`config.mk`:
```
export PLATFORM = sky130hd
export DESIGN_NAME = ctdb_timer_pair
export DESIGN_NICKNAME = d
export VERILOG_FILES = /design/src/pkg/ctdb_pkg.sv /design/src/hw/ctdb_presc.sv /design/src/hw/ctdb_timer_pair.sv
export SDC_FILE = /design/constraint.sdc
export NUM_CORES = 1
export LEC_CHECK = 0
export BUFFER_PORTS_ARGS = -buffer_cell sky130_fd_sc_hd__buf_2
export CAP_MARGIN = 20
export CORE_UTILIZATION = 35
export DETAILED_ROUTE_END_ITERATION = 7
export PLACE_DENSITY = 0.58
export SYNTH_ARGS = -nofsm -noshare
export SYNTH_HDL_FRONTEND = slang
export SYNTH_SLANG_ARGS = --single-unit
```
`constraint.sdc`:
```
create_clock -name pclk -period 2.3 [get_ports pclk]
set_clock_uncertainty 0.2 [all_clocks]
set_input_delay 0.115 -clock pclk [delete_from_list [all_inputs] [get_ports pclk]]
set_output_delay 0.115 -clock pclk [all_outputs]
set_load 0.02 [all_outputs]
```
`src/pkg/ctdb_pkg.sv`:
```
package ctdb_pkg;

   // ******************************************************
   // Bus and register map
   // ******************************************************
   localparam int         CTDB_AW     = 5;
   localparam int         CTDB_DW     = 32;
   localparam int         CTDB_BYTE_W = 8;
   localparam int         CTDB_CNT_W  = 16;
   localparam int         CTDB_CTRL_W = 3;
   localparam logic [4:0] CTDB_OFS_LMODE = 5'h00;
   localparam logic [4:0] CTDB_OFS_HMODE = 5'h04;
   localparam logic [4:0] CTDB_OFS_CTRL  = 5'h08;
   localparam logic [4:0] CTDB_OFS_LPER  = 5'h0c;
   localparam logic [4:0] CTDB_OFS_HPER  = 5'h10;
   localparam logic [4:0] CTDB_OFS_LDUTY = 5'h14;
   localparam logic [4:0] CTDB_OFS_STAT  = 5'h18;

   // ******************************************************
   // Reset values and constants
   // ******************************************************
   localparam logic [7:0]  CTDB_MODE_RST  = 8'h00;
   localparam logic [2:0]  CTDB_CTRL_RST  = 3'h0;
   localparam logic [7:0]  CTDB_CMP8_RST  = 8'hff;
   localparam logic [15:0] CTDB_CMP16_RST = 16'hffff;
   localparam logic [7:0]  CTDB_CNT8_ZERO = 8'h00;
   localparam logic [15:0] CTDB_CNT16_ZERO = 16'h0000;
   localparam logic [7:0]  CTDB_CNT8_ONE  = 8'h01;
   localparam logic [15:0] CTDB_CNT16_ONE = 16'h0001;
   localparam logic [23:0] CTDB_PAD24     = 24'h000000;
   localparam logic [28:0] CTDB_PAD29     = 29'h00000000;
   localparam logic [31:0] CTDB_WORD_ZERO = 32'h00000000;

   // ******************************************************
   // Mode encodings
   // ******************************************************
   localparam logic [1:0] CTDB_TCM_T16A = 2'h0;
   localparam logic [1:0] CTDB_TCM_T16B = 2'h1;
   localparam logic [1:0] CTDB_TCM_PPG  = 2'h2;

   // ******************************************************
   // Source clock prescaler
   // ******************************************************
   localparam int          CTDB_PW    = 11;
   localparam int          CTDB_NCH   = 2;
   localparam int          CTDB_CH_LO = 0;
   localparam int          CTDB_CH_HI = 1;
   localparam logic [10:0] CTDB_DIV_MASK [0:7] = '{11'h7ff, 11'h3ff, 11'h0ff,
      11'h03f, 11'h00f, 11'h003, 11'h001, 11'h000};

   typedef struct packed {
      logic       dbe;
      logic       tff;
      logic [1:0] tcm;
      logic       ein;
      logic [2:0] tck;
   } ctdb_mode_t;

   typedef struct packed {
      logic cas;
      logic hrun;
      logic lrun;
   } ctdb_ctrl_t;

endpackage

```
`src/hw/ctdb_presc.sv`:
```
`timescale 1ns/1ps
`default_nettype none
module ctdb_presc (
   input  wire logic                                 pclk,
   input  wire logic                                 presetn,
   input  wire logic                                 ce,
   input  wire logic [ctdb_pkg::CTDB_NCH-1:0][2:0]   sel,
   output var  logic [ctdb_pkg::CTDB_NCH-1:0]        tick
);
   import ctdb_pkg::*;

   logic [CTDB_PW-1:0]  div_ff;
   wire logic [CTDB_NCH-1:0] due;

   function automatic logic [CTDB_PW-1:0] div_mask(input logic [2:0] s);
      div_mask = CTDB_DIV_MASK[s];
   endfunction

   // ******************************************************
   // Free running divider shared by both channels
   // ******************************************************
   always_ff @(posedge pclk or negedge presetn) begin
      if (!presetn) begin
         div_ff <= '0;
      end else if (ce) begin
         div_ff <= div_ff + 1'b1;
      end
   end

   for (genvar ch = 0; ch < CTDB_NCH; ch++) begin : g_tick
      wire logic [CTDB_PW-1:0] msk = div_mask(sel[ch]);
      assign due[ch] = (div_ff & msk) == msk;
   end

   // One register for all ticks keeps a single driver on the output
   always_ff @(posedge pclk or negedge presetn) begin
      if (!presetn) begin
         tick <= '0;
      end else if (ce) begin
         tick <= due;
      end
   end

endmodule
`default_nettype wire

```
`src/hw/ctdb_timer_pair.sv`:
```
`timescale 1ns/1ps
`default_nettype none
module ctdb_timer_pair (
   input  wire logic                          pclk,
   input  wire logic                          presetn,
   input  wire logic                          ce,
   input  wire logic                          psel,
   input  wire logic                          penable,
   input  wire logic                          pwrite,
   input  wire logic [ctdb_pkg::CTDB_AW-1:0]  paddr,
   input  wire logic [ctdb_pkg::CTDB_DW-1:0]  pwdata,
   input  wire logic [3:0]                    pstrb,
   output var  logic [ctdb_pkg::CTDB_DW-1:0]  prdata,
   output var  logic                          pready,
   output var  logic                          pslverr,
   output var  logic                          pulse_output_pin,
   output var  logic                          low_channel_irq,
   output var  logic                          high_channel_irq
);
   import ctdb_pkg::*;

   function automatic logic hit(input logic [CTDB_AW-1:0] a,
                                input logic [CTDB_AW-1:0] ofs);
      hit = a == ofs;
   endfunction

   // ******************************************************
   // Storage
   // ******************************************************
   ctdb_mode_t       lmode_ff;
   ctdb_mode_t       hmode_ff;
   ctdb_ctrl_t       ctrl_ff;
   logic [7:0]       duty_buf_ff;
   logic [7:0]       duty_act_ff;
   logic [7:0]       plo_buf_ff;
   logic [7:0]       plo_act_ff;
   logic [7:0]       phi_buf_ff;
   logic [15:0]      jbuf_ff;
   logic [15:0]      jact_ff;
   logic [7:0]       cnt_lo_ff;
   logic [15:0]      cnt16_ff;
   logic             dseen_ff;
   logic             pseen_ff;
   logic             seen16_ff;
   logic             phase_ff;
   logic [CTDB_NCH-1:0] tick;

   // ******************************************************
   // APB decode
   // ******************************************************
   wire logic       acc    = psel & penable;
   wire logic       fin    = acc & pready;
   wire logic       wr     = fin & pwrite & pstrb[0];
   wire logic [7:0] w8     = pwdata[CTDB_BYTE_W-1:0];
   wire logic       known  = hit(paddr, CTDB_OFS_LMODE) | hit(paddr, CTDB_OFS_HMODE)
                           | hit(paddr, CTDB_OFS_CTRL)  | hit(paddr, CTDB_OFS_LPER)
                           | hit(paddr, CTDB_OFS_HPER)  | hit(paddr, CTDB_OFS_LDUTY)
                           | hit(paddr, CTDB_OFS_STAT);
   wire logic       wr_lmode = wr & hit(paddr, CTDB_OFS_LMODE);
   wire logic       wr_hmode = wr & hit(paddr, CTDB_OFS_HMODE);
   wire logic       wr_ctrl  = wr & hit(paddr, CTDB_OFS_CTRL);
   wire logic       wr_plo   = wr & hit(paddr, CTDB_OFS_LPER);
   wire logic       wr_phi   = wr & hit(paddr, CTDB_OFS_HPER);
   wire logic       wr_duty  = wr & hit(paddr, CTDB_OFS_LDUTY);
   wire logic       rd_start = acc & ~pready & ~pwrite;

   // Shadow values are what software sees on reads
   wire logic [31:0] rd_word =
      hit(paddr, CTDB_OFS_LMODE) ? {CTDB_PAD24, lmode_ff} :
      hit(paddr, CTDB_OFS_HMODE) ? {CTDB_PAD24, hmode_ff} :
      hit(paddr, CTDB_OFS_CTRL)  ? {CTDB_PAD29, ctrl_ff} :
      hit(paddr, CTDB_OFS_LPER)  ? {CTDB_PAD24, plo_buf_ff} :
      hit(paddr, CTDB_OFS_HPER)  ? {CTDB_PAD24, phi_buf_ff} :
      hit(paddr, CTDB_OFS_LDUTY) ? {CTDB_PAD24, duty_buf_ff} :
      hit(paddr, CTDB_OFS_STAT)  ? {cnt16_ff, CTDB_CNT8_ZERO, cnt_lo_ff} :
      CTDB_WORD_ZERO;

   // ******************************************************
   // Mode qualification
   // ******************************************************
   wire logic lrun = ctrl_ff.lrun;
   wire logic hrun = ctrl_ff.hrun;
   wire logic cas  = ctrl_ff.cas;
   wire logic ldbe = lmode_ff.dbe;
   wire logic hdbe = hmode_ff.dbe;
   // Lower channel counts only as a pulse generator outside cascade
   wire logic lo_en = ~cas & lrun & (lmode_ff.tcm == CTDB_TCM_PPG);
   wire logic e16 = cas & hrun & ~hmode_ff.ein
                  & ((hmode_ff.tcm == CTDB_TCM_T16A) | (hmode_ff.tcm == CTDB_TCM_T16B));
   wire logic tick_lo = tick[CTDB_CH_LO];
   wire logic tick_hi = tick[CTDB_CH_HI];

   // Compare is continuous so a direct write equal to the count hits at once
   wire logic m_duty = lo_en & ~dseen_ff & (cnt_lo_ff == duty_act_ff);
   wire logic m_per  = lo_en & ~pseen_ff & (cnt_lo_ff == plo_act_ff);
   wire logic m16    = e16 & ~seen16_ff & (cnt16_ff == jact_ff);

   // ******************************************************
   // Next values
   // ******************************************************
   wire logic lo_direct = ~lrun | ~ldbe;
   wire logic hi_direct = ~hrun | ~hdbe;
   wire logic [15:0] jnew = {w8, plo_buf_ff};

   wire logic [7:0] nxt_duty_act =
      (wr_duty & lo_direct) ? w8 :
      (m_per & ldbe)        ? duty_buf_ff :
      duty_act_ff;
   wire logic [7:0] nxt_plo_act =
      (wr_plo & ~cas & lo_direct) ? w8 :
      (m_per & ldbe)              ? plo_buf_ff :
      plo_act_ff;
   wire logic [15:0] nxt_jact =
      (wr_phi & hi_direct) ? jnew :
      (m16 & hdbe)         ? jbuf_ff :
      jact_ff;

   // Counters wrap naturally through all ones
   wire logic [7:0] nxt_cnt_lo =
      (~lo_en | m_per) ? CTDB_CNT8_ZERO :
      tick_lo          ? cnt_lo_ff + CTDB_CNT8_ONE :
      cnt_lo_ff;
   wire logic [15:0] nxt_cnt16 =
      (~e16 | m16) ? CTDB_CNT16_ZERO :
      tick_hi      ? cnt16_ff + CTDB_CNT16_ONE :
      cnt16_ff;

   // A seen flag stops one count value from matching twice
   wire logic nxt_pseen  = ~lo_en ? 1'b0 : m_per ? 1'b1 : tick_lo ? 1'b0 : pseen_ff;
   wire logic nxt_dseen  = (~lo_en | m_per | tick_lo) ? 1'b0 : m_duty ? 1'b1 : dseen_ff;
   wire logic nxt_seen16 = ~e16 ? 1'b0 : m16 ? 1'b1 : tick_hi ? 1'b0 : seen16_ff;
   wire logic nxt_phase  = (~lo_en | m_per) ? 1'b0 :
                           m_duty ? ~phase_ff : phase_ff;

   // ******************************************************
   // Prescaler
   // ******************************************************
   ctdb_presc u_presc (
      .pclk    (pclk),
      .presetn (presetn),
      .ce      (ce),
      .sel     ({hmode_ff.tck, lmode_ff.tck}),
      .tick    (tick)
   );

   // ******************************************************
   // APB answer, one wait state
   // ******************************************************
   always_ff @(posedge pclk or negedge presetn) begin
      if (!presetn) begin
         pready  <= 1'b0;
         pslverr <= 1'b0;
         prdata  <= CTDB_WORD_ZERO;
      end else if (ce) begin
         pready  <= acc & ~pready;
         pslverr <= acc & ~pready & ~known;
         if (rd_start) begin
            prdata <= rd_word;
         end
      end
   end

   // ******************************************************
   // Configuration
   // ******************************************************
   always_ff @(posedge pclk or negedge presetn) begin
      if (!presetn) begin
         lmode_ff <= ctdb_mode_t'(CTDB_MODE_RST);
         hmode_ff <= ctdb_mode_t'(CTDB_MODE_RST);
         ctrl_ff  <= ctdb_ctrl_t'(CTDB_CTRL_RST);
      end else if (ce) begin
         if (wr_lmode & ~lrun) begin
            lmode_ff <= ctdb_mode_t'(w8);
         end
         if (wr_hmode & ~hrun & ~lrun) begin
            hmode_ff <= ctdb_mode_t'(w8);
         end
         if (wr_ctrl) begin
            ctrl_ff <= ctdb_ctrl_t'(pwdata[CTDB_CTRL_W-1:0]);
         end
      end
   end

   // ******************************************************
   // Compare shadows and active values
   // ******************************************************
   always_ff @(posedge pclk or negedge presetn) begin
      if (!presetn) begin
         duty_buf_ff <= CTDB_CMP8_RST;
         plo_buf_ff  <= CTDB_CMP8_RST;
         phi_buf_ff  <= CTDB_CMP8_RST;
         jbuf_ff     <= CTDB_CMP16_RST;
      end else if (ce) begin
         if (wr_duty) begin
            duty_buf_ff <= w8;
         end
         if (wr_plo) begin
            plo_buf_ff <= w8;
         end
         if (wr_phi) begin
            phi_buf_ff <= w8;
            jbuf_ff    <= jnew;
         end
      end
   end

   always_ff @(posedge pclk or negedge presetn) begin
      if (!presetn) begin
         duty_act_ff <= CTDB_CMP8_RST;
         plo_act_ff  <= CTDB_CMP8_RST;
         jact_ff     <= CTDB_CMP16_RST;
      end else if (ce) begin
         duty_act_ff <= nxt_duty_act;
         plo_act_ff  <= nxt_plo_act;
         jact_ff     <= nxt_jact;
      end
   end

   // ******************************************************
   // Counters and output
   // ******************************************************
   always_ff @(posedge pclk or negedge presetn) begin
      if (!presetn) begin
         cnt_lo_ff <= CTDB_CNT8_ZERO;
         cnt16_ff  <= CTDB_CNT16_ZERO;
         dseen_ff  <= 1'b0;
         pseen_ff  <= 1'b0;
         seen16_ff <= 1'b0;
         phase_ff  <= 1'b0;
      end else if (ce) begin
         cnt_lo_ff <= nxt_cnt_lo;
         cnt16_ff  <= nxt_cnt16;
         dseen_ff  <= nxt_dseen;
         pseen_ff  <= nxt_pseen;
         seen16_ff <= nxt_seen16;
         phase_ff  <= nxt_phase;
      end
   end

   always_ff @(posedge pclk or negedge presetn) begin
      if (!presetn) begin
         pulse_output_pin <= 1'b0;
         low_channel_irq  <= 1'b0;
         high_channel_irq <= 1'b0;
      end else if (ce) begin
         pulse_output_pin <= lmode_ff.tff ^ nxt_phase;
         low_channel_irq  <= m_per;
         high_channel_irq <= m16;
      end
   end

   // ******************************************************
   // Checks
   // ******************************************************
   a_buf_hold_run: assert property (@(posedge pclk) disable iff (!presetn)
      ce & wr_duty & lrun & ldbe & ~m_per |=> duty_act_ff == $past(duty_act_ff))
      else $error("buffered write changed active duty");

   a_read_shadow: assert property (@(posedge pclk) disable iff (!presetn)
      ce & rd_start & hit(paddr, CTDB_OFS_LDUTY) & ~wr_duty
      |=> prdata[CTDB_BYTE_W-1:0] == duty_buf_ff)
      else $error("duty read did not return shadow");

   a_stop_write: assert property (@(posedge pclk) disable iff (!presetn)
      ce & wr_duty & ~lrun
      |=> duty_act_ff == $past(w8) && duty_buf_ff == $past(w8))
      else $error("stopped write missed active or shadow");

   a_nobuf_write: assert property (@(posedge pclk) disable iff (!presetn)
      ce & wr_plo & ~ldbe & ~cas |=> plo_act_ff == $past(w8))
      else $error("unbuffered period write not immediate");

   a_equal_match: assert property (@(posedge pclk) disable iff (!presetn)
      ce & m_duty & ~m_per |=> pulse_output_pin != $past(pulse_output_pin))
      else $error("duty match did not toggle output");

   a_cascade_idle: assert property (@(posedge pclk) disable iff (!presetn)
      ce & cas |=> cnt_lo_ff == CTDB_CNT8_ZERO && !low_channel_irq)
      else $error("lower channel active in cascade");

   a_joint_load: assert property (@(posedge pclk) disable iff (!presetn)
      ce & wr_phi & hi_direct
      |=> jact_ff == {$past(w8), $past(plo_buf_ff)})
      else $error("joined compare not loaded on high write");

   a_mode_locked: assert property (@(posedge pclk) disable iff (!presetn)
      ce & wr_hmode & (hrun | lrun) |=> hmode_ff == $past(hmode_ff))
      else $error("high mode changed while running");

   a_match_clear: assert property (@(posedge pclk) disable iff (!presetn)
      ce & m16 |=> high_channel_irq && cnt16_ff == CTDB_CNT16_ZERO)
      else $error("16-bit match without irq and clear");

   a_stop_clear: assert property (@(posedge pclk) disable iff (!presetn)
      ce & ~hrun |=> cnt16_ff == CTDB_CNT16_ZERO)
      else $error("16-bit counter not cleared when stopped");

   a_buf16_load: assert property (@(posedge pclk) disable iff (!presetn)
      ce & m16 & hdbe & ~wr_phi |=> jact_ff == $past(jbuf_ff))
      else $error("16-bit shadow not loaded at match");

   a_period_irq: assert property (@(posedge pclk) disable iff (!presetn)
      ce & m_per |=> low_channel_irq && pulse_output_pin == lmode_ff.tff)
      else $error("period match without irq or initial level");

   a_buf_per_load: assert property (@(posedge pclk) disable iff (!presetn)
      ce & m_per & ldbe |=> plo_act_ff == $past(plo_buf_ff))
      else $error("period shadow not loaded at period match");

   a_equal_period: assert property (@(posedge pclk) disable iff (!presetn)
      ce & wr_plo & ~ldbe & lo_en & ~nxt_pseen & (w8 == nxt_cnt_lo)
      |=> m_per)
      else $error("period write equal to count did not match at once");

   a_equal_joint: assert property (@(posedge pclk) disable iff (!presetn)
      ce & wr_phi & ~hdbe & e16 & ~nxt_seen16 & (jnew == nxt_cnt16)
      |=> m16)
      else $error("joined write equal to count did not match at once");

   a_read_joint: assert property (@(posedge pclk) disable iff (!presetn)
      ce & rd_start & hit(paddr, CTDB_OFS_HPER)
      |=> prdata[CTDB_BYTE_W-1:0] == $past(phi_buf_ff))
      else $error("high period read did not return last write");

endmodule
`default_nettype wire

```
Word-level counts from Yosys, hierarchy flattened
Memories as Yosys holds them, arrays and structs flattened.
Cells that the tools add are included.
{"block": "totals", "ff_bits": 169, "latchBits": 0, "ram_bits": 0, "mem_bits_ro": 176, "in_bits": 47, "output_inout_bits": 37, "memories": 2}
{"block": "classes", "n_addsub": 3, "n_mul": 0, "div": 0, "magnitude_cmp": 2, "eq_ne": 15, "shift": 0, "muxes": 31, "bitwise": 65, "reduce_logical": 23}
{"name": "(name not given)", "depth": 8, "word_bits": 11, "read_ports": 1, "rd_clocked_by_memory_dff": 0, "wr": 0, "line": "ctdb_presc.sv:16", "source": "div_mask = CTDB_DIV_MASK[s];"}
{"name": "(name not given)", "depth": 8, "word_bits": 11, "read_ports": 1, "rd_clocked_by_memory_dff": 0, "wr": 0, "line": "ctdb_presc.sv:16"}
{"operator": "32-bit 2-to-1 mux", "n": 7}
{"operator": "16-bit 2-to-1 mux", "n": 4}
{"operator": "8-bit 2-to-1 mux", "n": 6}
{"operator": "11-bit 2-to-1 mux", "n": 4}
{"operator": "1-bit AND", "n": 33}
{"operator": "2-bit AND reduction", "n": 15}
{"operator": "11-bit AND", "n": 2}
{"operator": "11-bit == test", "n": 2}
{"operator": "16-bit by 1-bit adder with 16-bit output (second input constant)", "n": 1}
{"operator": "16-bit == test", "n": 1}
{"operator": "8-bit == test", "n": 2}
{"operator": "5-bit == test (second input constant)", "n": 3}
{"operator": "1-bit NOT", "n": 15}
{"operator": "1-bit bitwise OR", "n": 12}
{"operator": "2-bit nonzero test", "n": 6}
{"operator": "11-bit by 1-bit adder with 11-bit output (second input constant)", "n": 1}
{"operator": "5-bit by 4-bit == test with 1-bit output (second input constant)", "n": 2}
{"operator": "1-bit 2-to-1 mux", "n": 10}
{"operator": "8-bit by 1-bit adder with 8-bit output (second input constant)", "n": 1}
{"operator": "4-bit greater-or-equal comparator (second input constant)", "n": 2}
{"operator": "3-bit NOT with 4-bit output", "n": 2}
{"operator": "3-bit by 1-bit inequality test with 1-bit output (second input constant)", "n": 2}
{"operator": "5-bit by 3-bit == test with 1-bit output (second input constant)", "n": 1}
{"operator": "5-bit zero test", "n": 1}
{"operator": "4 further kinds", "n": 4}

Logic depth before layout (Yosys ltp)
Gate-level depths: netlist (run 1).
{"block": "logic_depth", "depth_word": 9, "ltp_mapped": 9, "ltp_nobuf": 6}

Hierarchy
From an unflattened synthesis (run 1), not the netlist that was laid out.
{"block": "unflattened", "hier_cells": 711, "area_unflattened_um2": 7734.9}
{"module": "ctdb_timer_pair", "instances": 1, "cells_each": 644, "area_per_inst_um2": 7066.8}
{"module": "ctdb_presc", "instances": 1, "cells_each": 67, "area_per_inst_um2": 668.1}

Worst setup path after synthesis (run 1)
No wires, ideal clock.
{"block": "synth_timing", "path_type": "register to register", "from": "reg jact_ff[6]", "to": "reg cnt16_ff[12]", "arrival_ps": 1878, "required_time_ps": 2022, "slack_ps": 144, "path_stages_with_launch": 8, "path_buffers": 1, "synth_period_minus_slack_ps": 2156, "cell_sequence": "dfstp_2 > xnor2_1 > nand4_1 > nor3_2 > a211oi_1 > buf_6 > or4_1 > a21oi_1"}
{"block": "synth_between", "elab_chain_cells": 5, "elab_cells_between_ends": 6, "classes_between": "1 x eq/ne; 1 x mux; 2 x bitwise; 2 x reduce/logical"}
{"item": "start, declared", "line": "ctdb_timer_pair.sv:39", "source": "logic [15:0] jact_ff;"}
{"item": "start signal, assigned", "line": "ctdb_timer_pair.sv:215", "source": "jact_ff <= nxt_jact;"}
{"item": "16-bit == test *", "line": "ctdb_timer_pair.sv:96", "source": "wire logic m16 = e16 & ~seen16_ff & (cnt16_ff == jact_ff);"}
{"item": "1-bit AND *", "line": "ctdb_timer_pair.sv:96"}
{"item": "1-bit bitwise OR *", "line": "ctdb_timer_pair.sv:124", "source": "(~e16 | m16) ? CTDB_CNT16_ZERO :"}
{"item": "2-bit nonzero test (no line)"}
{"item": "2-bit AND reduction (no line)"}
{"item": "end signal, assigned", "line": "ctdb_timer_pair.sv:232", "source": "cnt16_ff <= nxt_cnt16;"}
{"item": "end, declared", "line": "ctdb_timer_pair.sv:41", "source": "logic [15:0] cnt16_ff;"}
Every way passes the cells marked *; elsewhere a longest branch is shown, timed or not.
A chain may end at the register's enable or synchronous reset.

Worst setup path in the final report (run 1)
{"block": "layout_timing", "from": "reg jact_ff[2]", "to": "reg cnt16_ff[8]"}
The elaborated chain is that of the path after synthesis.

==> reports/metrics.cfg, run 1 <==
[drt]
drt-total-wl_um = 20000
vias_per_cell = 5.21
routed-via-count = 5793
ant_nets = 0
drt_iter0_markers = 390
wl_per_cell_um = 18.0
first_pass_iters = 5
drc = 0

[floorplan]
rows = 53
pin_count = 84
core_mm2 = 0.0212
die_h_um = 150
die_w_um = 150
start_util = 0.360
die-area_mm2 = 0.0224

[clocking]
clk_path_buf_depth = 2
numClockSinks = 153
cts_max_level = 4
cts_tree = done
cts_root_buf = clkbuf_16
cts_buffers = 17
insertion_delay_ns = 0.43
clk_pin_slew_ns = 0.07

[synthesis]
synthesis.area_mm2 = 0.00763
synth_cell_types = 54
synth_ff_type = dfrtp_1
synth_edf_count = 0
synth-seq-cells = 153
ys_warn_count = 0
yosysSeqAreaShare = 0.512
async_flop_share = 1.00
syn_inst = 711
avgSynthCellArea_um2 = 10.7

[worst_setup_path]
timing.critical_path.buf_inv = 1
r2r_slack_ns = 0.04
cp_slowest_cell = dfstp_2
cp_cell_sequence = xnor2_1 > nand4_1 > nor3_4 > buf_6 > a211oi_4 > or4b_4 > a21oi_2
crit_path_max_incr_delay_ns = 0.55
worstSetupPathType = register to register
reg2reg_depth = 7
path_depth = 7
endpoint = cnt16_ff[8]$_DFFE_PN0P_
critPathCaptureType = register
path_max_fanout = 5
arrival_ns = 2.42
crit_family = simple AND/OR/NAND/NOR gates
crit_required_ns = 2.46
crit_path_start_kind = register
worstSetupStartpoint = jact_ff[2]$_DFFE_PN1P_
timing.rr.end = cnt16_ff[8]$_DFFE_PN0P_
r2r-start = jact_ff[2]$_DFFE_PN1P_

[pwr]
power.density_mw_per_mm2 = 641
leakagePower_nw = 4.19
ir_drop_uv = 492

[sta]
hold_violations = 1
maxSlewHeadroom = 0.552
fmax_ghz = 0.443
setup_viol = 0
rsz0062_at_grt = true
tightest_slew_ns = 0.669
drv_slew = 0
period_share = 0.981
hold_ws_ns = -0.000111
layout_min_cycle_time_ns = 2.26
layout_setup_ws_ns = 0.0440

[final_layout]
fillers = 2038
final_area_mm2 = 0.00944
area_growth_pct = 23.7
post-route-util = 0.445
fin_cells = 1111
final_nets = 872
drive_gt1_frac = 0.356

[placed_design]
dp_cells = 1057
numPortBuffers = 48
place_ws_ns = 0.0548
placed_area_mm2 = 0.00852
dp_hpwl_um = 13900
gp_congestion = 0.853

[grt]
grt_pass1_vias = 5517
grt-ovfl-total = 0
antenna_found_initial = 1
grt_pass1_wl_um = 30900
grt_usage = 0.184
grt_start_max_net_pins = 60

[run_status]
status = finished, violations left
violations = hold timing

[job]
cap_violations = 0

[hold_path]
hp-class = input pin to asynchronous set/reset pin

## final cells by class
class                   count  area [um^2]  share of cell area
clock inverters            14          140              0.0149
repair buffers            128          940              0.0996
flip-flops and latches    153         3910               0.414
clock buffers              18          429              0.0455
multi-input cells         513         3640               0.385
diodes                      1         2.50            0.000265
inverters                   9         33.8             0.00358
well taps                 275          344              0.0365
## how the worst min path moves through the flow
stage                                        end  cells past startpoint  slack (ns)
finish              pulse_output_pin$_DFFE_PN0P_                      2     -0.0001
global placement            phase_ff$_DFFE_PN0P_                      1        -0.1
global route        pulse_output_pin$_DFFE_PN0P_                      2        0.03
CTS                          pslverr$_DFFE_PN0P_                      3      0.0004
floorplan                        cas$_DFFE_PN0P_                      0       -0.38
detailed placement          phase_ff$_DFFE_PN0P_                      1        -0.1
## worst register-to-register path: stages, from the launching register on
cell,delay (ns)
dfstp_2,0.55
xnor2_1,0.12
nand4_1,0.16
nor3_4,0.31
buf_6,0.15
a211oi_4,0.08
or4b_4,0.51
a21oi_2,0.13
## cells in the mapped netlist, types with 3 or more instances
library cell / instances / share of area
a21oi_1: 37 / 0.024
inv_1: 9 / 0.0044
nand2b_1: 6 / 0.0049
nand2_1: 56 / 0.028
buf_2: 7 / 0.0046
xnor2_1: 33 / 0.038
or3_1: 4 / 0.0033
nor3_1: 10 / 0.0066
clkbuf_1: 21 / 0.010
o22ai_1: 16 / 0.013
mux2_2: 54 / 0.080
o21ai_0: 35 / 0.023
a22oi_1: 5 / 0.0049
nor2_1: 66 / 0.032
and2_1: 3 / 0.0025
o211ai_1: 6 / 0.0059
xor2_1: 22 / 0.025
buf_1: 6 / 0.0030
or4_1: 4 / 0.0039
dfrtp_1: 89 / 0.29
and3_1: 6 / 0.0049
o31ai_1: 4 / 0.0039
a32oi_1: 3 / 0.0034
dfstp_2: 64 / 0.22
mux2i_1: 39 / 0.051
buf_4: 9 / 0.0089
a22o_1: 23 / 0.026
nand4_1: 15 / 0.012
ha_1: 3 / 0.0049
nor3_2: 5 / 0.0066
nand3_1: 20 / 0.013
## what timing repair did
action	in CTS	in global routing
setup buffers	0	7
endpoints found under the setup margin	0	33
hold buffers	12	0
resized for setup	0	34
endpoints found under the hold margin	172	0
## registers in the layout (all words and copies together) (netlist names), 2 cells and up
register	count
duty_act_ff	8
duty_buf_ff	8
jact_ff	16
cnt_lo_ff	8
lmode_ff	7
u_presc.div_ff	11
plo_buf_ff	8
jbuf_ff	8
prdata	24
phi_buf_ff	8
plo_act_ff	8
cnt16_ff	16
u_presc.tick	2
hmode_ff	7
## cells by family after synthesis
kind of cell               count (synthesis)  synth area share
AOI/OAI and AO/OA                        142             0.120
xor gates and xnor gates                  55            0.0631
adders and majority gates                  3           0.00492
buffers and inverters                     53            0.0326
DFF                                      153             0.512
muxes                                     93             0.131
other                                      1          0.000491
and+or+nand+nor                          211             0.136
## report_power, final
| group | total (mW) | switching [mW] | leakage (nW) | internal, mW |
|---|---|---|---|---|
| clock network | 2.73 | 1.22 | 0.262 | 1.51 |
| logic | 0.433 | 0.263 | 2.03 | 0.171 |
| registers | 2.89 | 0.0969 | 1.89 | 2.79 |
## per-stage QoR
| step | setup TNS [ns] | total power, mW |
|---|---|---|
| 6_report | 0 | 6.05 |
| 5_1_grt | -0.618 | 6.31 |
| 4_1_cts | 0 | 6.11 |
| 3_5_place_dp | 0 | 3.34 |
| 3_3_place_gp | 0 | 3.33 |
| 2_1_floorplan | 0 | 3.16 |
## cells in the final DEF, fill, tap and decap left out, types with 6 or more instances in the layout
| cell type | count |
|---|---|
| nand4_1 | 15 |
| nand3_1 | 19 |
| dlygate4sd3_1 | 12 |
| xor2_1 | 22 |
| mux2i_1 | 39 |
| mux2_2 | 54 |
| dfstp_2 | 64 |
| conb_1 | 8 |
| a22o_1 | 23 |
| a21oi_2 | 7 |
| nor3_1 | 10 |
| o211ai_1 | 6 |
| clkbuf_16 | 18 |
| nor2_1 | 65 |
| xnor2_1 | 32 |
| o22ai_1 | 16 |
| nand2_1 | 56 |
| nand2b_1 | 6 |
| buf_2 | 47 |
| inv_1 | 9 |
| buf_4 | 61 |
| a21oi_1 | 31 |
| o21ai_0 | 34 |
| dfrtp_1 | 89 |
## routing by layer
metal / routed length (um) / part of all wire / GRT usage / vias to the layer above
li1: - / - / - / 2766
met3: 852 / 0.043 / 0.0348 / 26
met1: 9900 / 0.49 / 0.269 / 2848
met4: 401 / 0.020 / 0.0730 / 0
met5: 0 / 0 / 0 / -
met2: 8890 / 0.44 / 0.265 / 153
No activity file was read; power rests on OpenSTA's default activity.
==> run 2, diff against run 1 <==
--- a/config.mk
+++ b/config.mk
@@ -9,7 +9,9 @@
 export CAP_MARGIN = 20
 export CORE_UTILIZATION = 35
 export DETAILED_ROUTE_END_ITERATION = 7
-export PLACE_DENSITY = 0.58
+export PLACE_DENSITY = 0.56
+export SKIP_LAST_GASP = 1
 export SYNTH_ARGS = -nofsm -noshare
 export SYNTH_HDL_FRONTEND = slang
+export SYNTH_HIERARCHICAL = 1
 export SYNTH_SLANG_ARGS = --single-unit
==> constraint.sdc (replaced) <==
create_clock -name pclk -period 2.1 [get_ports pclk]
set_clock_uncertainty 0.2 [all_clocks]
set_input_delay 0.105 -clock pclk [delete_from_list [all_inputs] [get_ports pclk]]
set_output_delay 0.105 -clock pclk [all_outputs]
set_load 0.02 [all_outputs]
==> reports/metrics.cfg, run 2 <==
[sta]
hold_violations = 0  ; -1
fmax_ghz = 0.402  ; -9.3%
period_share = 1.18  ; +0.204
layout_setup_ws_ns = -0.388  ; -0.432 ns
rsz0062_at_grt = true
drv_slew = 0  ; unchanged
fin_tns_setup_ns = -16.16  ; -16.16 ns
setup_viol = 60  ; +60
layout_min_cycle_time_ns = 2.49  ; +0.232 ns

[drt]
drt-total-wl_um = 21400  ; +6.6%
wl_per_cell_um = 18.2  ; +1.1%
ant_nets = 0  ; unchanged
vias_per_cell = 5.13  ; -1.7%
drc = 0  ; unchanged
drt_iter0_markers = 287  ; -26%
routed-via-count = 6010  ; +3.7%
first_pass_iters = 4  ; -1

[pwr]
ir_drop_uv = 609  ; +24%
leakagePower_nw = 4.72  ; +13%
power.density_mw_per_mm2 = 626  ; -2.5%

[hold_path]
hp-class = input pin to asynchronous set/reset pin

[synthesis]
synth_most_common_cell = dfrtp_1
yosys-top-cells-area = dfrtp_1, dfstp_2, mux2_2, xnor2_1, nand2_1
synth_top_family_by_area = multiplexers
synthesis.area_mm2 = 0.00773  ; +1.4%
yosys.area_share.simple = 0.137  ; +0.00122
synth_ff_type = dfrtp_1
avgSynthCellArea_um2 = 10.9  ; +1.4%
netlist.area_leader.share = 0.288  ; -0.00397
synth_top_area_cell = dfrtp_1
synth-seq-cells = 153  ; unchanged
synth_compound_area_frac = 0.114  ; -0.00567
ys_top_cells_by_count = dfrtp_1, mux2_2, nand2_1
synth_edf_count = 0  ; unchanged
yosysSeqAreaShare = 0.505  ; -0.00696
async_flop_share = 1.00  ; unchanged
synth-adder-area-share = 0.00485  ; -0.0000668
synth_cell_types = 57  ; +5.6%
syn_inst = 711  ; unchanged
ys_warn_count = 6  ; +6
synth_mux_area_frac = 0.146  ; +0.0147
synth_xor_area_frac = 0.0589  ; -0.00425

[run_status]
violations = setup timing
status = finished, violations left

[final_layout]
area_growth_pct = 35.8
reg_top3 = prdata: 24 flops, cnt16_ff: 16 flops, jact_ff: 16 flops
drive_gt1_frac = 0.506  ; +0.150
layout_common_cells = buf_4, dfrtp_1, mux2_2
layout_commonest_cell = buf_4
fin_cells = 1172  ; +5.5%
final_area_mm2 = 0.0105  ; +11%
final_nets = 929  ; +6.5%
fillers = 1990  ; -2.4%
regMostFlops = prdata
largest_reg_flops = 24  ; unchanged
n_antenna_cell = 0  ; -1

[floorplan]
start_util = 0.356  ; -0.00402
core_mm2 = 0.0218  ; +2.5%
pin_count = 84  ; unchanged
die_h_um = 151  ; +0.68%
die_w_um = 151  ; +0.68%
die-area_mm2 = 0.0227  ; +1.4%
rows = 54  ; +1.9%

[worst_setup_path]
worstSetupPathType = register to register
path_max_fanout = 8  ; +3
critPathCaptureType = register
crit_path_start_kind = register
arrival_ns = 2.65  ; +0.23 ns
crit_required_ns = 2.26  ; -0.20 ns

[job]
cap_violations = 0  ; unchanged

[clocking]
cts_max_level = 4  ; unchanged
cts_root_buf = clkbuf_16
insertion_delay_ns = 0.43  ; about the same
clk_path_buf_depth = 2  ; unchanged
numClockSinks = 153  ; unchanged
cts_tree = done
clk_pin_slew_ns = 0.06  ; about the same
cts_buffers = 17  ; unchanged

[placed_design]
placed_area_mm2 = 0.00903  ; +6.0%
numPortBuffers = 48  ; unchanged
dp_hpwl_um = 15000  ; +7.7%
dp_cells = 1104  ; +4.4%
gp_congestion = 0.839  ; -1.7%

[grt]
grt-ovfl-total = 0  ; unchanged
grt_start_max_net_pins = 79  ; +32%
antenna_found_initial = 0  ; -1
grt_pass1_wl_um = 33000  ; +6.8%
grt_pass1_vias = 5925  ; +7.4%
grt_usage = 0.194  ; +0.0105

[run 2: final timing paths]
| path | from | to | slack [ns] | cells past startpoint |
|---|---|---|---|---|
| max in group asynchronous | presetn | jact_ff[13]$_DFFE_PN1P_ | 1.24 | 3 |
| worst min register to register | jact_ff[8]$_DFFE_PN1P_ | jact_ff[8]$_DFFE_PN1P_ | 0.28 | 2 |
| worst max-delay path | plo_act_ff[7]$_DFFE_PN1P_ | duty_act_ff[2]$_DFFE_PN1P_ | -0.39 | 8 |
| min in group pclk | paddr[4] | prdata[0]$_DFFE_PN0P_ | 0.07 | 4 |
| worst max register to register | plo_act_ff[7]$_DFFE_PN1P_ | duty_act_ff[2]$_DFFE_PN1P_ | -0.39 | 8 |
| worst min-delay path | presetn | prdata[22]$_DFFE_PN0P_ | 0.01 | 3 |
[run 2: area by class of cell]
cell class	count	area, um^2	area share
Timing Repair Buffer	186	1500	0.143
Tap cell	280	350	0.0333
Clock inverter	11	68.8	0.00655
Multi-Input combinational cell	511	4160	0.396
Clock buffer	21	472	0.0449
Inverter	10	37.5	0.00357
Sequential cell	153	3910	0.372
[run 2: metrics by stage]
stage           util  setup slack [ns]  power (mW)  hold WS, ns
6_report       0.483            -0.388        6.57       0.0116
5_1_grt        0.483            -0.435        6.84       0.0295
4_1_cts        0.464            -0.344        6.61      0.00747
3_5_place_dp   0.415            -0.419        3.70       -0.179
3_3_place_gp   0.415            -0.397        3.69       -0.176
2_1_floorplan      -            -0.428        3.46       -0.391
[run 2: power by group]
group          total [mW]  internal, mW  switching (mW)
Sequential           3.17          3.06           0.111
Combinational       0.536         0.231           0.306
Clock                2.87          1.61            1.26
[run 2: worst max-delay path, cell delays in order, from the launching register on]
cell and delay, ns:
dfstp_2 0.54, xor2_1 0.06, or4_4 0.55, or4_4 0.45, buf_6 0.14, a21oi_4 0.14, buf_12 0.18, nor2_4 0.04
a21oi_2 0.12
[run 2: layer usage]
metal / track usage / share of wire
met4: 0.0570 / 0.015
met2: 0.317 / 0.49
met3: 0.0273 / 0.034
met5: 0 / 0
met1: 0.267 / 0.46
[run 2: logic make-up after synthesis]
group	Yosys count
compound gates	137
xor+xnor	52
fa+ha+maj	3
buf+inv	54
flops	153
mux	100
other cells	1
simple gates	211
[run 2: what timing repair did]
| item | in CTS | in global routing |
|---|---|---|
| setup endpoints to repair | 81 | 79 |
| resized for setup | 45 | 105 |
| pin swaps | 5 | 20 |
| hold buffers | 15 | 0 |
| buffers inserted | 11 | 12 |
| hold endpoints to repair | 166 | 0 |
| gates cloned | 4 | 0 |
==> run 3, diff against run 2 <==
--- a/config.mk
+++ b/config.mk
@@ -7,9 +7,10 @@
 export LEC_CHECK = 0
 export BUFFER_PORTS_ARGS = -buffer_cell sky130_fd_sc_hd__buf_2
 export CAP_MARGIN = 20
+export CORE_MARGIN = 3
 export CORE_UTILIZATION = 35
 export DETAILED_ROUTE_END_ITERATION = 7
-export PLACE_DENSITY = 0.56
+export PLACE_DENSITY = 0.62
 export SKIP_LAST_GASP = 1
 export SYNTH_ARGS = -nofsm -noshare
 export SYNTH_HDL_FRONTEND = slang
==> reports/metrics.cfg, run 3 (same netlist as run 2, synthesis figures left out) <==
[drt]
vias_per_cell = 5.18  ; +1.0%
drc = 0  ; unchanged
routed-via-count = 6042  ; +0.53%
drt_iter0_markers = 395  ; +38%
first_pass_iters = 7  ; +3
ant_nets = 0  ; unchanged
drt-total-wl_um = 21000  ; -1.8%
wl_per_cell_um = 18.0  ; -1.3%

[worst_setup_path]
crit_path_max_incr_delay_ns = 0.53  ; -0.02 ns
path_max_fanout = 8  ; unchanged
critPathCaptureType = register
cp_slowest_cell = dfstp_2
cp_cell_sequence = xor2_1 > or4_4 > or4_4 > buf_6 > a21oi_2 > buf_6 > nor2_2 > a21oi_2
r2r-start = plo_act_ff[7]$_DFFE_PN1P_
timing.critical_path.buf_inv = 2  ; unchanged
worstSetupStartpoint = plo_act_ff[7]$_DFFE_PN1P_
arrival_ns = 2.60  ; -0.05 ns
crit_family = simple AND/OR/NAND/NOR gates
crit_required_ns = 2.26  ; about the same
worstSetupPathType = register to register
crit_path_start_kind = register

[grt]
grt_usage = 0.174  ; -0.0199
grt_pass1_vias = 5937  ; +0.20%
grt_pass1_wl_um = 32900  ; -0.50%
grt_start_max_net_pins = 47  ; -41%
antenna_found_initial = 0  ; unchanged
grt-ovfl-total = 0  ; unchanged

[floorplan]
pin_count = 84  ; unchanged
rows = 53  ; -1.9%
die-area_mm2 = 0.0239  ; +5.4%
start_util = 0.362  ; +0.00671
die_w_um = 155  ; +2.7%
core_mm2 = 0.0214  ; -1.9%
die_h_um = 155  ; +2.7%

[sta]
layout_min_cycle_time_ns = 2.44  ; -0.0465 ns
rsz0062_at_grt = true
drv_slew = 0  ; unchanged
fin_tns_setup_ns = -13.76  ; +2.40 ns
fmax_ghz = 0.410  ; +1.9%
maxSlewHeadroom = 0.670
period_share = 1.16  ; -0.0221
tightest_slew_ns = 0.491
layout_setup_ws_ns = -0.342  ; +0.0465 ns
setup_viol = 58  ; -3.3%
hold_violations = 0  ; unchanged

[final_layout]
post-route-util = 0.487  ; +0.00443
largest_reg_flops = 24  ; unchanged
n_antenna_cell = 0  ; unchanged
area_growth_pct = 34.6
regMostFlops = prdata
final_nets = 928  ; -0.11%
layout_commonest_cell = buf_4
layout_common_cells = buf_4, dfrtp_1, mux2_2
drive_gt1_frac = 0.476  ; -0.0297
reg_top3 = prdata: 24 flops, cnt16_ff: 16 flops, jact_ff: 16 flops

[pwr]
p_total_mw = 6.85  ; +4.2%
combPwrFrac = 0.076  ; -0.006
ir_drop_uv = 515  ; -15%
swShare = 0.244  ; -0.0113
seq_power_share = 0.462  ; -0.020
power.density_mw_per_mm2 = 658  ; +5.2%
clkPwrFrac = 0.463  ; +0.026
p_int_mw = 5.17  ; +5.7%
leakagePower_nw = 4.72  ; +0.13%
switching_power_mw = 1.67  ; -0.45%

[run_status]
violations = setup timing
status = finished, violations left

[placed_design]
numPortBuffers = 48  ; unchanged
place_ws_ns = -0.421  ; -0.00129 ns
gp_congestion = 0.900  ; +7.2%
dp_hpwl_um = 14500  ; -3.1%

[hold_path]
min_from = pwrite
hp-class = input pin to register

[clocking]
clk_path_buf_depth = 2  ; unchanged
cts_buffers = 17  ; unchanged
numClockSinks = 153  ; unchanged
insertion_delay_ns = 0.43  ; about the same
cts_root_buf = clkbuf_16
cts_max_level = 4  ; unchanged
clk_pin_slew_ns = 0.06  ; about the same
cts_tree = done

[job]
cap_violations = 0  ; unchanged

-- run 3: metal layers --
metal	routed length (um)	GRT usage	vias to the layer above
li1	-	-	2866
met1	9640	0.244	2974
met2	9750	0.270	173
met3	1200	0.0355	29
met4	384	0.0618	0
met5	0	0	-
-- run 3: worst paths after layout --
kind                                                      end  slack (ns)  cells past startpoint
worst min register to register         jact_ff[0]$_DFFE_PN1P_        0.28                      2
min in group asynchronous              prdata[27]$_DFFE_PN0P_        0.48                      3
worst min-delay path                    prdata[0]$_DFFE_PN0P_        0.04                      4
max in group asynchronous       u_presc/div_ff[8]$_DFFE_PN0P_        0.60                      4
worst max-delay path               duty_act_ff[4]$_DFFE_PN1P_       -0.34                      8
worst max register to register     duty_act_ff[4]$_DFFE_PN1P_       -0.34                      8
-- run 3: power by group through the flow --
stage          combinational, mW  sequential, mW  clock [mW]
2_1_floorplan              0.263            3.20           0
3_3_place_gp               0.471            3.21           0
3_5_place_dp               0.482            3.21           0
4_1_cts                    0.523            3.16        3.23
5_1_grt                    0.577            3.17        3.34
6_report                   0.518            3.16        3.17
-- run 3: what timing repair did --
item                                    in CTS  in global routing
gates resized for setup                     40                 58
hold buffers                                16                  0
setup buffers                               10                  8
pin swaps                                    7                 15
endpoints found under the hold margin      175                  0
cloned                                       2                  3
endpoints found under the setup margin      59                 68
-- run 3: worst register-to-register path, stage by stage (launching register included) --
cell     delay [ns]
dfstp_2        0.53
xor2_1         0.06
or4_4          0.52
or4_4          0.45
buf_6          0.15
a21oi_2        0.12
buf_6          0.15
nor2_2         0.05
a21oi_2        0.13
-- run 3: through the flow --
stage          area, um^2  std cells  hold slack (ns)
2_1_floorplan        7870        718           -0.391
3_3_place_gp         9050       1098           -0.129
3_5_place_dp         9050       1098           -0.128
4_1_cts             10100       1156           0.0225
5_1_grt             10400       1166           0.0923
6_report            10400       1166           0.0417
-- run 3: final cells by class --
type / count / area [um^2]
clock buffers: 20 / 479
clock inverters: 12 / 133
fillers: 1905 / 10900
inverters: 10 / 37.5
multi-input cells: 511 / 3990
flip-flops and latches: 153 / 3910
well taps: 275 / 344
repair buffers: 185 / 1520
